===== src/pmrb_params.svh =====
// Address map, field positions, reset values and timing figures for the configuration bank.
`ifndef PMRB_PARAMS_SVH
`define PMRB_PARAMS_SVH

// Register addresses on the nine-bit register port.
`define PMRB_ADDR_PIN_OPT 9'h109
`define PMRB_ADDR_BUCK_START 9'h10A
`define PMRB_ADDR_LDO_BYP 9'h10B
`define PMRB_ADDR_LDO_START 9'h10C
`define PMRB_ADDR_MERGE 9'h10D

// Reset value of every register in the bank.
`define PMRB_REG_RESET 8'h00

// Fields of pin_and_interface_options.
`define PMRB_FB3_POL_BIT 7
`define PMRB_FB2_POL_BIT 6
`define PMRB_FORCE_RST_BIT 5
`define PMRB_HSM_BIT 4
`define PMRB_FMP_BIT 3
`define PMRB_SYSEN_KEEP_BIT 2
`define PMRB_IRQ_DEFER_BIT 1
`define PMRB_SUPPLY_BIT 0

// Fields of ldo_bypass_and_startup.
`define PMRB_LDO_ELEVEN_BYPASS_BIT 7
`define PMRB_LDO8_BYP_BIT 6
`define PMRB_LDO7_BYP_BIT 5
`define PMRB_LDO3_BYP_BIT 3
`define PMRB_LDO11_AUTO_BIT 2
`define PMRB_LDO9_AUTO_BIT 0

// Fields of ldo_startup_select.
`define PMRB_LDO8_AUTO_BIT 7
`define PMRB_LDO7_AUTO_BIT 6
`define PMRB_LDO3_AUTO_BIT 2

// Fields of mem_io_buck_join_and_drive.
`define PMRB_JOIN_BIT 7
`define PMRB_CORE1_FULL_BIT 6
`define PMRB_CORE2_FULL_BIT 5
`define PMRB_DUAL_PHASE_BIT 4
`define PMRB_PROC_FULL_BIT 3
`define PMRB_SENSE_ROUTE_BIT 2
`define PMRB_LDO8_FUNC_BIT 1
`define PMRB_PWM_CLK_BIT 0

// Timing figures: clock rates in hertz and PWM steps per repetition period.
`define PMRB_CLK_HZ 20000000
`define PMRB_PWM_FAST_HZ 2000000
`define PMRB_PWM_SLOW_HZ 1000000
`define PMRB_PWM_STEPS 64

`endif


===== src/pmrb_pkg.sv =====
// Types shared by the configuration bank and its users.
`default_nettype none
package pmrb_pkg;
  // One configuration register.
  typedef logic [7:0] pmrb_byte_t;
  // Register port address.
  typedef logic [8:0] pmrb_addr_t;
  // PWM clock choice.
  typedef enum logic {PMRB_PWM_2MHZ = 1'b0, PMRB_PWM_1MHZ = 1'b1} pmrb_pwm_rate_t;
endpackage : pmrb_pkg
`default_nettype wire


===== src/pmrb_config_bank.sv =====
// Configuration register bank of the power manager with the pin and rail controls it steers.
//
// Summary of operation
// - Bit 7 sets feedback output three polarity.
// - Bit 6 sets feedback two polarity, drive.
// - Forced-reset bit holds system reset asserted.
// - Bit 4 selects continuous high-speed interface.
// - Bit 3 selects fast-mode-plus interface timing.
// - Bit 2 keeps system-enable on second read.
// - Bit 1 defers interrupt until active mode.
// - Switch and buck autostart bits force enable at power-up.
// - LDO autostart bits force enable at power-up.
// - LDO bypass bits select bypass mode.
// - Memory/IO join set ignores IO buck controls.
// - Dual-phase set ignores core buck two controls.
// - Full-current bits double pass device, limit.
// - Sense route picks feedback two or pin.
// - Bit 1 makes LDO eight a motor driver.
// - Bit 0 picks 2 or 1 MHz PWM.
`timescale 1ns/1ps
`default_nettype none
`include "pmrb_params.svh"

module pmrb_config_bank #(
  parameter int CLK_HZ = `PMRB_CLK_HZ
) (
  // Clock and reset.
  input wire logic clk,
  input wire logic rst_n,
  // Register port from the two-wire interface, pages 2 and 3.
  input wire pmrb_pkg::pmrb_addr_t reg_addr,
  input wire logic reg_wr,
  input wire pmrb_pkg::pmrb_byte_t reg_wdata,
  input wire logic reg_rd,
  output pmrb_pkg::pmrb_byte_t reg_rdata,
  // Feedback outputs and system reset.
  input wire logic fb3_level,
  input wire logic fb2_level,
  input wire logic fb2_is_power_good,
  input wire logic reset_request,
  output logic feedback_output_three,
  output logic feedback_output_two_o,
  output logic feedback_output_two_oe,
  output logic system_reset_out_n,
  // Host interface mode.
  output logic continuous_highspeed_select,
  output logic fast_plus_timing_select,
  output logic input_supply_select,
  // Reload of the system-enable control.
  input wire logic otp_first_read,
  input wire logic otp_second_read,
  input wire logic otp_system_en,
  output logic system_en,
  // Interrupt signalling.
  input wire logic event_pending,
  input wire logic in_active_mode,
  output logic interrupt_out_n,
  // Start-up selection; LDO order is 3, 7, 8, 9, 11.
  input wire logic powering_up,
  input wire logic [7:0] rail_own_conf,
  input wire logic [4:0] ldo_own_conf,
  output logic [7:0] rail_start_en,
  output logic [4:0] ldo_start_en,
  // LDO bypass, order 3, 7, 8, 11, and LDO eight function.
  output logic [3:0] ldo_bypass,
  output logic ldo_eight_function,
  // Buck controls and merging.
  input wire logic [7:0] io_buck_ctrl,
  input wire logic [7:0] core_buck_two_ctrl,
  input wire logic remote_sense_en,
  output logic [7:0] io_buck_ctrl_eff,
  output logic [7:0] core_buck_two_ctrl_eff,
  output logic mem_io_buck_join,
  output logic core_buck_dual_phase,
  output logic core_buck_one_full_current,
  output logic core_buck_two_full_current,
  output logic processor_buck_full_current,
  output logic sense_on_feedback_two,
  output logic sense_on_core_switch_pin,
  // Vibration driver PWM timing.
  output logic pwm_clk_tick,
  output logic pwm_period_tick
);
  import pmrb_pkg::*;

  // Divider ratios for the two PWM clocks.
  localparam int DIV_FAST = CLK_HZ / `PMRB_PWM_FAST_HZ;
  localparam int DIV_SLOW = CLK_HZ / `PMRB_PWM_SLOW_HZ;
  localparam logic [5:0] DIV_FAST_M1 = 6'(DIV_FAST - 1);
  localparam logic [5:0] DIV_SLOW_M1 = 6'(DIV_SLOW - 1);
  localparam logic [5:0] STEP_LAST = 6'(`PMRB_PWM_STEPS - 1);

  // The divider counter is six bits wide, so the slow ratio must fit it.
  if (DIV_SLOW < 2 || DIV_SLOW > 64 || CLK_HZ % `PMRB_PWM_SLOW_HZ != 0
      || CLK_HZ % `PMRB_PWM_FAST_HZ != 0) begin : g_clk_check
    $error("CLK_HZ cannot produce the PWM clocks");
  end

  ////////////////////////////////////////////////////////////////////////////
  // Register storage.

  pmrb_byte_t pin_and_interface_options_q; // Pins and host interface.
  pmrb_byte_t buck_switch_startup_select_q; // Switch and buck autostart.
  pmrb_byte_t ldo_bypass_and_startup_q; // LDO bypass and autostart.
  pmrb_byte_t ldo_startup_select_q; // LDO autostart.
  pmrb_byte_t mem_io_buck_join_and_drive_q; // Merging, drive, PWM clock.
  pmrb_byte_t reg_rdata_q; // Read data register.

  // All eight bits are stored, so reserved bits return what was written.
  always_ff @(posedge clk or negedge rst_n) begin
    if (!rst_n) begin
      pin_and_interface_options_q <= `PMRB_REG_RESET;
      buck_switch_startup_select_q <= `PMRB_REG_RESET;
      ldo_bypass_and_startup_q <= `PMRB_REG_RESET;
      ldo_startup_select_q <= `PMRB_REG_RESET;
      mem_io_buck_join_and_drive_q <= `PMRB_REG_RESET;
    end else if (reg_wr) begin
      case (reg_addr)
        `PMRB_ADDR_PIN_OPT: pin_and_interface_options_q <= reg_wdata;
        `PMRB_ADDR_BUCK_START: buck_switch_startup_select_q <= reg_wdata;
        `PMRB_ADDR_LDO_BYP: ldo_bypass_and_startup_q <= reg_wdata;
        `PMRB_ADDR_LDO_START: ldo_startup_select_q <= reg_wdata;
        `PMRB_ADDR_MERGE: mem_io_buck_join_and_drive_q <= reg_wdata;
        default: begin
          // Other addresses belong to other banks and are ignored here.
        end
      endcase
    end
  end

  // Read data is captured on the strobe edge; unmapped addresses read zero.
  always_ff @(posedge clk or negedge rst_n) begin
    if (!rst_n) begin
      reg_rdata_q <= `PMRB_REG_RESET;
    end else if (reg_rd) begin
      case (reg_addr)
        `PMRB_ADDR_PIN_OPT: reg_rdata_q <= pin_and_interface_options_q;
        `PMRB_ADDR_BUCK_START: reg_rdata_q <= buck_switch_startup_select_q;
        `PMRB_ADDR_LDO_BYP: reg_rdata_q <= ldo_bypass_and_startup_q;
        `PMRB_ADDR_LDO_START: reg_rdata_q <= ldo_startup_select_q;
        `PMRB_ADDR_MERGE: reg_rdata_q <= mem_io_buck_join_and_drive_q;
        default: reg_rdata_q <= `PMRB_REG_RESET;
      endcase
    end
  end

  assign reg_rdata = reg_rdata_q;

  ////////////////////////////////////////////////////////////////////////////
  // Field aliases.

  logic fb2_pol; // Feedback two polarity and drive.
  logic dual_phase; // Core bucks merged.
  logic route_to_pin; // Merged sense on the core-switch pin.
  logic pwm_slow; // PWM clock is 1 MHz.
  logic fb2_is_sense; // Feedback two carries the sense rail.
  assign fb2_pol = pin_and_interface_options_q[`PMRB_FB2_POL_BIT];
  assign dual_phase = mem_io_buck_join_and_drive_q[`PMRB_DUAL_PHASE_BIT];
  assign route_to_pin = mem_io_buck_join_and_drive_q[`PMRB_SENSE_ROUTE_BIT];
  assign pwm_slow = mem_io_buck_join_and_drive_q[`PMRB_PWM_CLK_BIT] == PMRB_PWM_1MHZ;
  // With routing to feedback two, the pin gives up its normal function.
  assign fb2_is_sense = dual_phase && remote_sense_en && !route_to_pin;

  ////////////////////////////////////////////////////////////////////////////
  // Pin outputs.

  logic fb3_q; // Feedback three pin level.
  logic fb2_o_q; // Feedback two driven level.
  logic fb2_oe_q; // Feedback two drive enable.
  logic sys_rst_n_q; // System reset pin.

  // Feedback pins are registered so the pads never see decode glitches.
  always_ff @(posedge clk or negedge rst_n) begin
    if (!rst_n) begin
      fb3_q <= 1'b1;
      fb2_o_q <= 1'b1;
      fb2_oe_q <= 1'b0;
    end else begin
      // Zero drives active low, one drives the signal unchanged.
      fb3_q <= pin_opt_bit(`PMRB_FB3_POL_BIT) ? fb3_level : !fb3_level;
      if (fb2_is_sense) begin
        // The pad is released to the sense path.
        fb2_o_q <= 1'b0;
        fb2_oe_q <= 1'b0;
      end else if (fb2_pol && fb2_is_power_good) begin
        // Open drain, active high: pull low only while power is not good.
        fb2_o_q <= 1'b0;
        fb2_oe_q <= !fb2_level;
      end else begin
        // Push-pull, active low for zero and active high for one.
        fb2_o_q <= fb2_pol ? fb2_level : !fb2_level;
        fb2_oe_q <= 1'b1;
      end
    end
  end

  // Reset pin is held low while the forced-reset bit is set.
  always_ff @(posedge clk or negedge rst_n) begin
    if (!rst_n) begin
      sys_rst_n_q <= 1'b0;
    end else begin
      sys_rst_n_q <= !(pin_opt_bit(`PMRB_FORCE_RST_BIT) || reset_request);
    end
  end

  // Reads one bit of pin_and_interface_options.
  function automatic logic pin_opt_bit(input int idx);
    return pin_and_interface_options_q[idx];
  endfunction : pin_opt_bit

  assign feedback_output_three = fb3_q;
  assign feedback_output_two_o = fb2_o_q;
  assign feedback_output_two_oe = fb2_oe_q;
  assign system_reset_out_n = sys_rst_n_q;
  assign continuous_highspeed_select = pin_opt_bit(`PMRB_HSM_BIT);
  assign fast_plus_timing_select = pin_opt_bit(`PMRB_FMP_BIT);
  assign input_supply_select = pin_opt_bit(`PMRB_SUPPLY_BIT);

  ////////////////////////////////////////////////////////////////////////////
  // System enable and interrupt.

  logic system_en_q; // System-enable control.
  logic irq_n_q; // Interrupt pin.

  // First read always loads; second read loads only when not held.
  always_ff @(posedge clk or negedge rst_n) begin
    if (!rst_n) begin
      system_en_q <= 1'b0;
    end else if (otp_first_read) begin
      system_en_q <= otp_system_en;
    end else if (otp_second_read && !pin_opt_bit(`PMRB_SYSEN_KEEP_BIT)) begin
      system_en_q <= otp_system_en;
    end
  end

  // Deferred events stay pending in the controller until active mode.
  always_ff @(posedge clk or negedge rst_n) begin
    if (!rst_n) begin
      irq_n_q <= 1'b1;
    end else begin
      irq_n_q <= !(event_pending && (!pin_opt_bit(`PMRB_IRQ_DEFER_BIT) || in_active_mode));
    end
  end

  assign system_en = system_en_q;
  assign interrupt_out_n = irq_n_q;

  ////////////////////////////////////////////////////////////////////////////
  // Start-up selection.

  logic [4:0] ldo_auto; // LDO autostart bits, order 3, 7, 8, 9, 11.
  logic [7:0] rail_start_q; // Switch and buck start enables.
  logic [4:0] ldo_start_q; // LDO start enables.
  assign ldo_auto = {ldo_bypass_and_startup_q[`PMRB_LDO11_AUTO_BIT],
                     ldo_bypass_and_startup_q[`PMRB_LDO9_AUTO_BIT],
                     ldo_startup_select_q[`PMRB_LDO8_AUTO_BIT],
                     ldo_startup_select_q[`PMRB_LDO7_AUTO_BIT],
                     ldo_startup_select_q[`PMRB_LDO3_AUTO_BIT]};

  // During power-up a set bit forces the rail on, else its own setting applies.
  always_ff @(posedge clk or negedge rst_n) begin
    if (!rst_n) begin
      rail_start_q <= '0;
      ldo_start_q <= '0;
    end else if (powering_up) begin
      rail_start_q <= buck_switch_startup_select_q | rail_own_conf;
      ldo_start_q <= ldo_auto | ldo_own_conf;
    end else begin
      rail_start_q <= '0;
      ldo_start_q <= '0;
    end
  end

  assign rail_start_en = rail_start_q;
  assign ldo_start_en = ldo_start_q;
  // One selects bypass, zero regulator mode.
  assign ldo_bypass = {ldo_bypass_and_startup_q[`PMRB_LDO_ELEVEN_BYPASS_BIT],
                       ldo_bypass_and_startup_q[`PMRB_LDO8_BYP_BIT],
                       ldo_bypass_and_startup_q[`PMRB_LDO7_BYP_BIT],
                       ldo_bypass_and_startup_q[`PMRB_LDO3_BYP_BIT]};
  assign ldo_eight_function = mem_io_buck_join_and_drive_q[`PMRB_LDO8_FUNC_BIT];

  ////////////////////////////////////////////////////////////////////////////
  // Buck merging and drive.

  logic [7:0] io_eff_q; // IO buck controls after gating.
  logic [7:0] core2_eff_q; // Core buck two controls after gating.

  // Merged partners' own registers are ignored; the buck then follows its master.
  always_ff @(posedge clk or negedge rst_n) begin
    if (!rst_n) begin
      io_eff_q <= '0;
      core2_eff_q <= '0;
    end else begin
      io_eff_q <= mem_io_buck_join_and_drive_q[`PMRB_JOIN_BIT] ? '0 : io_buck_ctrl;
      core2_eff_q <= dual_phase ? '0 : core_buck_two_ctrl;
    end
  end

  assign io_buck_ctrl_eff = io_eff_q;
  assign core_buck_two_ctrl_eff = core2_eff_q;
  assign mem_io_buck_join = mem_io_buck_join_and_drive_q[`PMRB_JOIN_BIT];
  assign core_buck_dual_phase = dual_phase;
  // Full-current mode doubles pass device and current limit.
  assign core_buck_one_full_current = mem_io_buck_join_and_drive_q[`PMRB_CORE1_FULL_BIT];
  assign core_buck_two_full_current = mem_io_buck_join_and_drive_q[`PMRB_CORE2_FULL_BIT];
  assign processor_buck_full_current = mem_io_buck_join_and_drive_q[`PMRB_PROC_FULL_BIT];
  assign sense_on_feedback_two = fb2_is_sense;
  assign sense_on_core_switch_pin = dual_phase && remote_sense_en && route_to_pin;

  ////////////////////////////////////////////////////////////////////////////
  // PWM clock for the vibration driver.

  logic [5:0] div_q; // Clock divider.
  logic [5:0] step_q; // Step within one repetition period.
  logic slow_q; // Rate seen last cycle, to restart on a change.
  logic tick_q; // PWM clock tick.
  logic period_q; // Repetition period tick.

  // A rate change restarts the divider so no short period appears.
  always_ff @(posedge clk or negedge rst_n) begin
    if (!rst_n) begin
      div_q <= '0;
      step_q <= '0;
      slow_q <= 1'b0;
      tick_q <= 1'b0;
      period_q <= 1'b0;
    end else begin
      slow_q <= pwm_slow;
      tick_q <= 1'b0;
      period_q <= 1'b0;
      if (slow_q != pwm_slow) begin
        div_q <= '0;
        step_q <= '0;
      end else if (div_q == (pwm_slow ? DIV_SLOW_M1 : DIV_FAST_M1)) begin
        div_q <= '0;
        tick_q <= 1'b1;
        step_q <= step_q + 6'h01;
        period_q <= step_q == STEP_LAST;
      end else begin
        div_q <= div_q + 6'h01;
      end
    end
  end

  assign pwm_clk_tick = tick_q;
  assign pwm_period_tick = period_q;
endmodule : pmrb_config_bank

`default_nettype wire


===== config.mk =====
export PLATFORM = sky130hd
export DESIGN_NAME = pmrb_config_bank
export DESIGN_NICKNAME = d
export VERILOG_FILES = /design/src/pmrb_pkg.sv /design/src/pmrb_config_bank.sv
export VERILOG_INCLUDE_DIRS = /design/src /design/src/src
export SDC_FILE = /design/constraint.sdc
export NUM_CORES = 1
export LEC_CHECK = 0
export BUFFER_PORTS_ARGS = -buffer_cell sky130_fd_sc_hd__buf_2
export CORE_MARGIN = 3
export CORE_UTILIZATION = 39
export DETAILED_ROUTE_END_ITERATION = 7
export HOLD_SLACK_MARGIN = 0.12
export PLACE_DENSITY = 0.76
export SLEW_MARGIN = 10
export SYNTH_ARGS = -nofsm -noshare
export SYNTH_HDL_FRONTEND = slang
export SYNTH_SLANG_ARGS = --single-unit

===== constraint.sdc =====
create_clock -name clk -period 1.9 [get_ports clk]
set_clock_uncertainty 0.15 [all_clocks]
set_input_delay 0.095 -clock clk [delete_from_list [all_inputs] [get_ports clk]]
set_output_delay 0.095 -clock clk [all_outputs]
set_load 0.005 [all_outputs]

==> reports/qor.csv <==
metric;value;unit
final core utilization;58.8;%
die height;108;um
hpwl dp;7640;um
largest net degree at the start of global routing;43;
post-DR wirelength/cell;15.9;um
Area Overhead vs Synth;43.9;%
post-route clock period utilization;101;%
ys async rst share;100;%
Place WS;-0.199;ns
cell taking the most area after synthesis;dfrtp_1;
Setup CP Type;register to register;
initial antenna violation count;0;
final instance area;0.00588;mm^2
die area;0.0118;mm^2
drt drc;0;
IO Count;121;
Worst Max-Slew Pin Slew;0.563;ns
clk buf depth;2;
EDFF count, synth;0;
Static Leakage;3.00;nW
number of global-route vias before repair;3557;
worst skew pair latency;0.36;ns
CTS tree;built;
Via-to-Cell Ratio;4.91;
Netlist cell types;46;
Seq pwr share;52.0;%
final hold slack;0.126;ns
Switch Pwr;1.16;mW
Post-Syn Area;0.00409;mm^2
internal power;3.34;mW
grt total ovfl;0;
RSZ-0062 raised after global routing;true;
Synth Flop Type;dfrtp_1;
Hold Path Class;input port to register;
VDD IR max;0.305;mV
layout cells sized above 1;41.7;%
register area share after synthesis;60.0;%
Tmin final;1.92;ns
largest cells by area after synthesis;dfrtp_1 58%, mux2_2 13%, mux2i_1 3.7%;
CTS root buf;clkbuf_8;
Sw Ratio;25.9;%
Pins Over Slew Limit;0;
max_cap viols;0;
placed cell count;580;
commonest non-fill, non-tap cell in the layout;buf_2;
required time worst endpoint;2.05;ns
WL met3;576;um
Mean Syn Cell Area;13.2;um^2
GPL Wtd Cong;0.817;
post-route insts no fill;665;
reg2reg setup slack;-0.02;ns
ant diodes;0;
fmax;522;MHz
Synth Instances;311;
Logic pwr share;19.1;%
placed cell areas;0.00501;mm^2
metal2 WL;5460;um
Worst Path Arrival;2.07;ns
most frequent cells in the layout;119 x buf_2, 95 x dfrtp_1, 67 x dlygate4sd3_1;
failing checks;setup timing;
clk slew on worst S/H paths;0.09;ns
power per cell area;765;mW/mm^2
Top Metal Used;met4;
CP endpoint kind;register;
Starting Density;40.9;%
post-synth top area share;58.1;%
DR vias;3266;
clock share of power;28.8;%
Hold Violations, Final;0;
CP Max Fanout;5;
Worst Setup Start Kind;register;
total negative slack;-0.0159;ns
DRT iter0 DRCs;111;
FF+latch count, synth;98;
total nets after synthesis;374;
Detail Route Antenna Nets;0;
Filler Cell Count;855;
number of port buffers;120;
Yosys warning total;0;
cts bufs inserted;9;
Final WS setup;-0.0159;ns
core area;0.0100;mm^2
DR pass1 iterations;4;
H-tree Lvls;3;
first-pass GRT wire length;16900;um
routed wire length;10600;um
Final Setup Violations;1;
Power Total;4.50;mW
FP Rows;36;
GRT Util Overall;18.8;%
CTS sink cnt;98;
Met1 Routed Length;4310;um
worst relative slew slack;62.5;%
DIE WIDTH;108;um
nets;590;
outcome;finished, violations left;
==> layout make-up <==
class	count	area (um^2)	share of cell area, %
clock buffers	13	139	2.36
clock inverters	3	43.8	0.744
flip-flops and latches	98	2460	41.7
well taps	133	166	2.83
inverters	4	15.0	0.255
multi-input cells	199	1570	26.6
repair buffers	215	1500	25.4
==> path summary, 6_finish.rpt <==
path                                                startpoint                  end  cells past startpoint
worst max-delay path                                  div_q[1]            step_q[5]                      4
worst min-delay path                               reg_addr[6]         reg_rdata[3]                      5
worst max register to register                        div_q[1]            step_q[5]                      4
worst min register to register  pin_and_interface_options_q[5]   system_reset_out_n                      1
max in group asynchronous                                rst_n     rail_start_en[1]                      4
min in group asynchronous                                rst_n  io_buck_ctrl_eff[1]                      3
==> power by group through the flow <==
stage	clock network, mW	logic [mW]	registers [mW]
2_1_floorplan	0	0.358	2.39
3_3_place_gp	0	0.694	2.38
3_5_place_dp	0	0.731	2.38
4_1_cts	1.34	0.853	2.34
5_1_grt	1.43	0.965	2.37
6_report	1.30	0.862	2.34
==> metal layers <==
layer  track usage (%)  up-vias
met3              2.87       19
li1                  -     1530
met5                 0        -
met1              22.8     1612
met2              33.2      105
met4              8.12        0
==> cells by family (layout without fill, tap and decap cells) <==
group / after synthesis / after routing / share of synthesized area, %
flip-flops: 98 / 98 / 60.0
AO/OA/AOI/OAI: 38 / 38 / 6.79
buffers and inverters: 14 / 235 / 1.68
multiplexers: 63 / 63 / 16.9
XOR/XNOR: 9 / 9 / 1.93
adder cells (fa/ha/maj): 2 / 2 / 0.612
AND/OR/NAND/NOR: 87 / 87 / 12.1
==> registers in the layout (all words and copies together) (netlist names) <==
name,count
io_buck_ctrl_eff,8
interrupt_out_n,1
ldo_bypass_and_startup_q,8
ldo_start_en,5
reg_rdata,8
div_q,6
ldo_startup_select_q,8
buck_switch_startup_select_q,8
feedback_output_two_o,1
system_en,1
pwm_clk_tick,1
feedback_output_three,1
mem_io_buck_join_and_drive_q,8
slow_q,1
feedback_output_two_oe,1
system_reset_out_n,1
core_buck_two_ctrl_eff,8
pwm_period_tick,1
step_q,6
rail_start_en,8
pin_and_interface_options_q,8
==> cell usage after synthesis, drive strengths merged (2+ instances only) <==
| library cell | n |
|---|---|
| xnor2 | 6 |
| a22oi | 7 |
| a21oi | 3 |
| nor2 | 20 |
| o21ai | 6 |
| nand3 | 8 |
| mux2i | 15 |
| nand2 | 19 |
| dfstp | 3 |
| xor2 | 3 |
| a221o | 3 |
| and3 | 3 |
| mux2 | 48 |
| nor2b | 20 |
| ha | 2 |
| nor3 | 3 |
| o21a | 13 |
| nor4 | 2 |
| clkbuf | 5 |
| or4b | 2 |
| buf | 5 |
| nand4b | 2 |
| or4 | 2 |
| inv | 3 |
| dfrtp | 95 |
==> timing repair <==
action,4_1_cts,5_1_grt
endpoints found under the setup margin,1,15
hold buffers,67,0
buffers inserted,1,1
hold endpoints to repair,180,0
cloned,0,0
pin swaps,1,0
gates resized for setup,0,1
==> worst max-delay path, cell delays in order (launching register included) <==
cell	delay [ns]
dfrtp_1	0.39
or4b_4	0.56
a21o_4	0.23
or4_1	0.39
a21oi_1	0.13
Note: power is estimated with default switching activity, not from simulation.
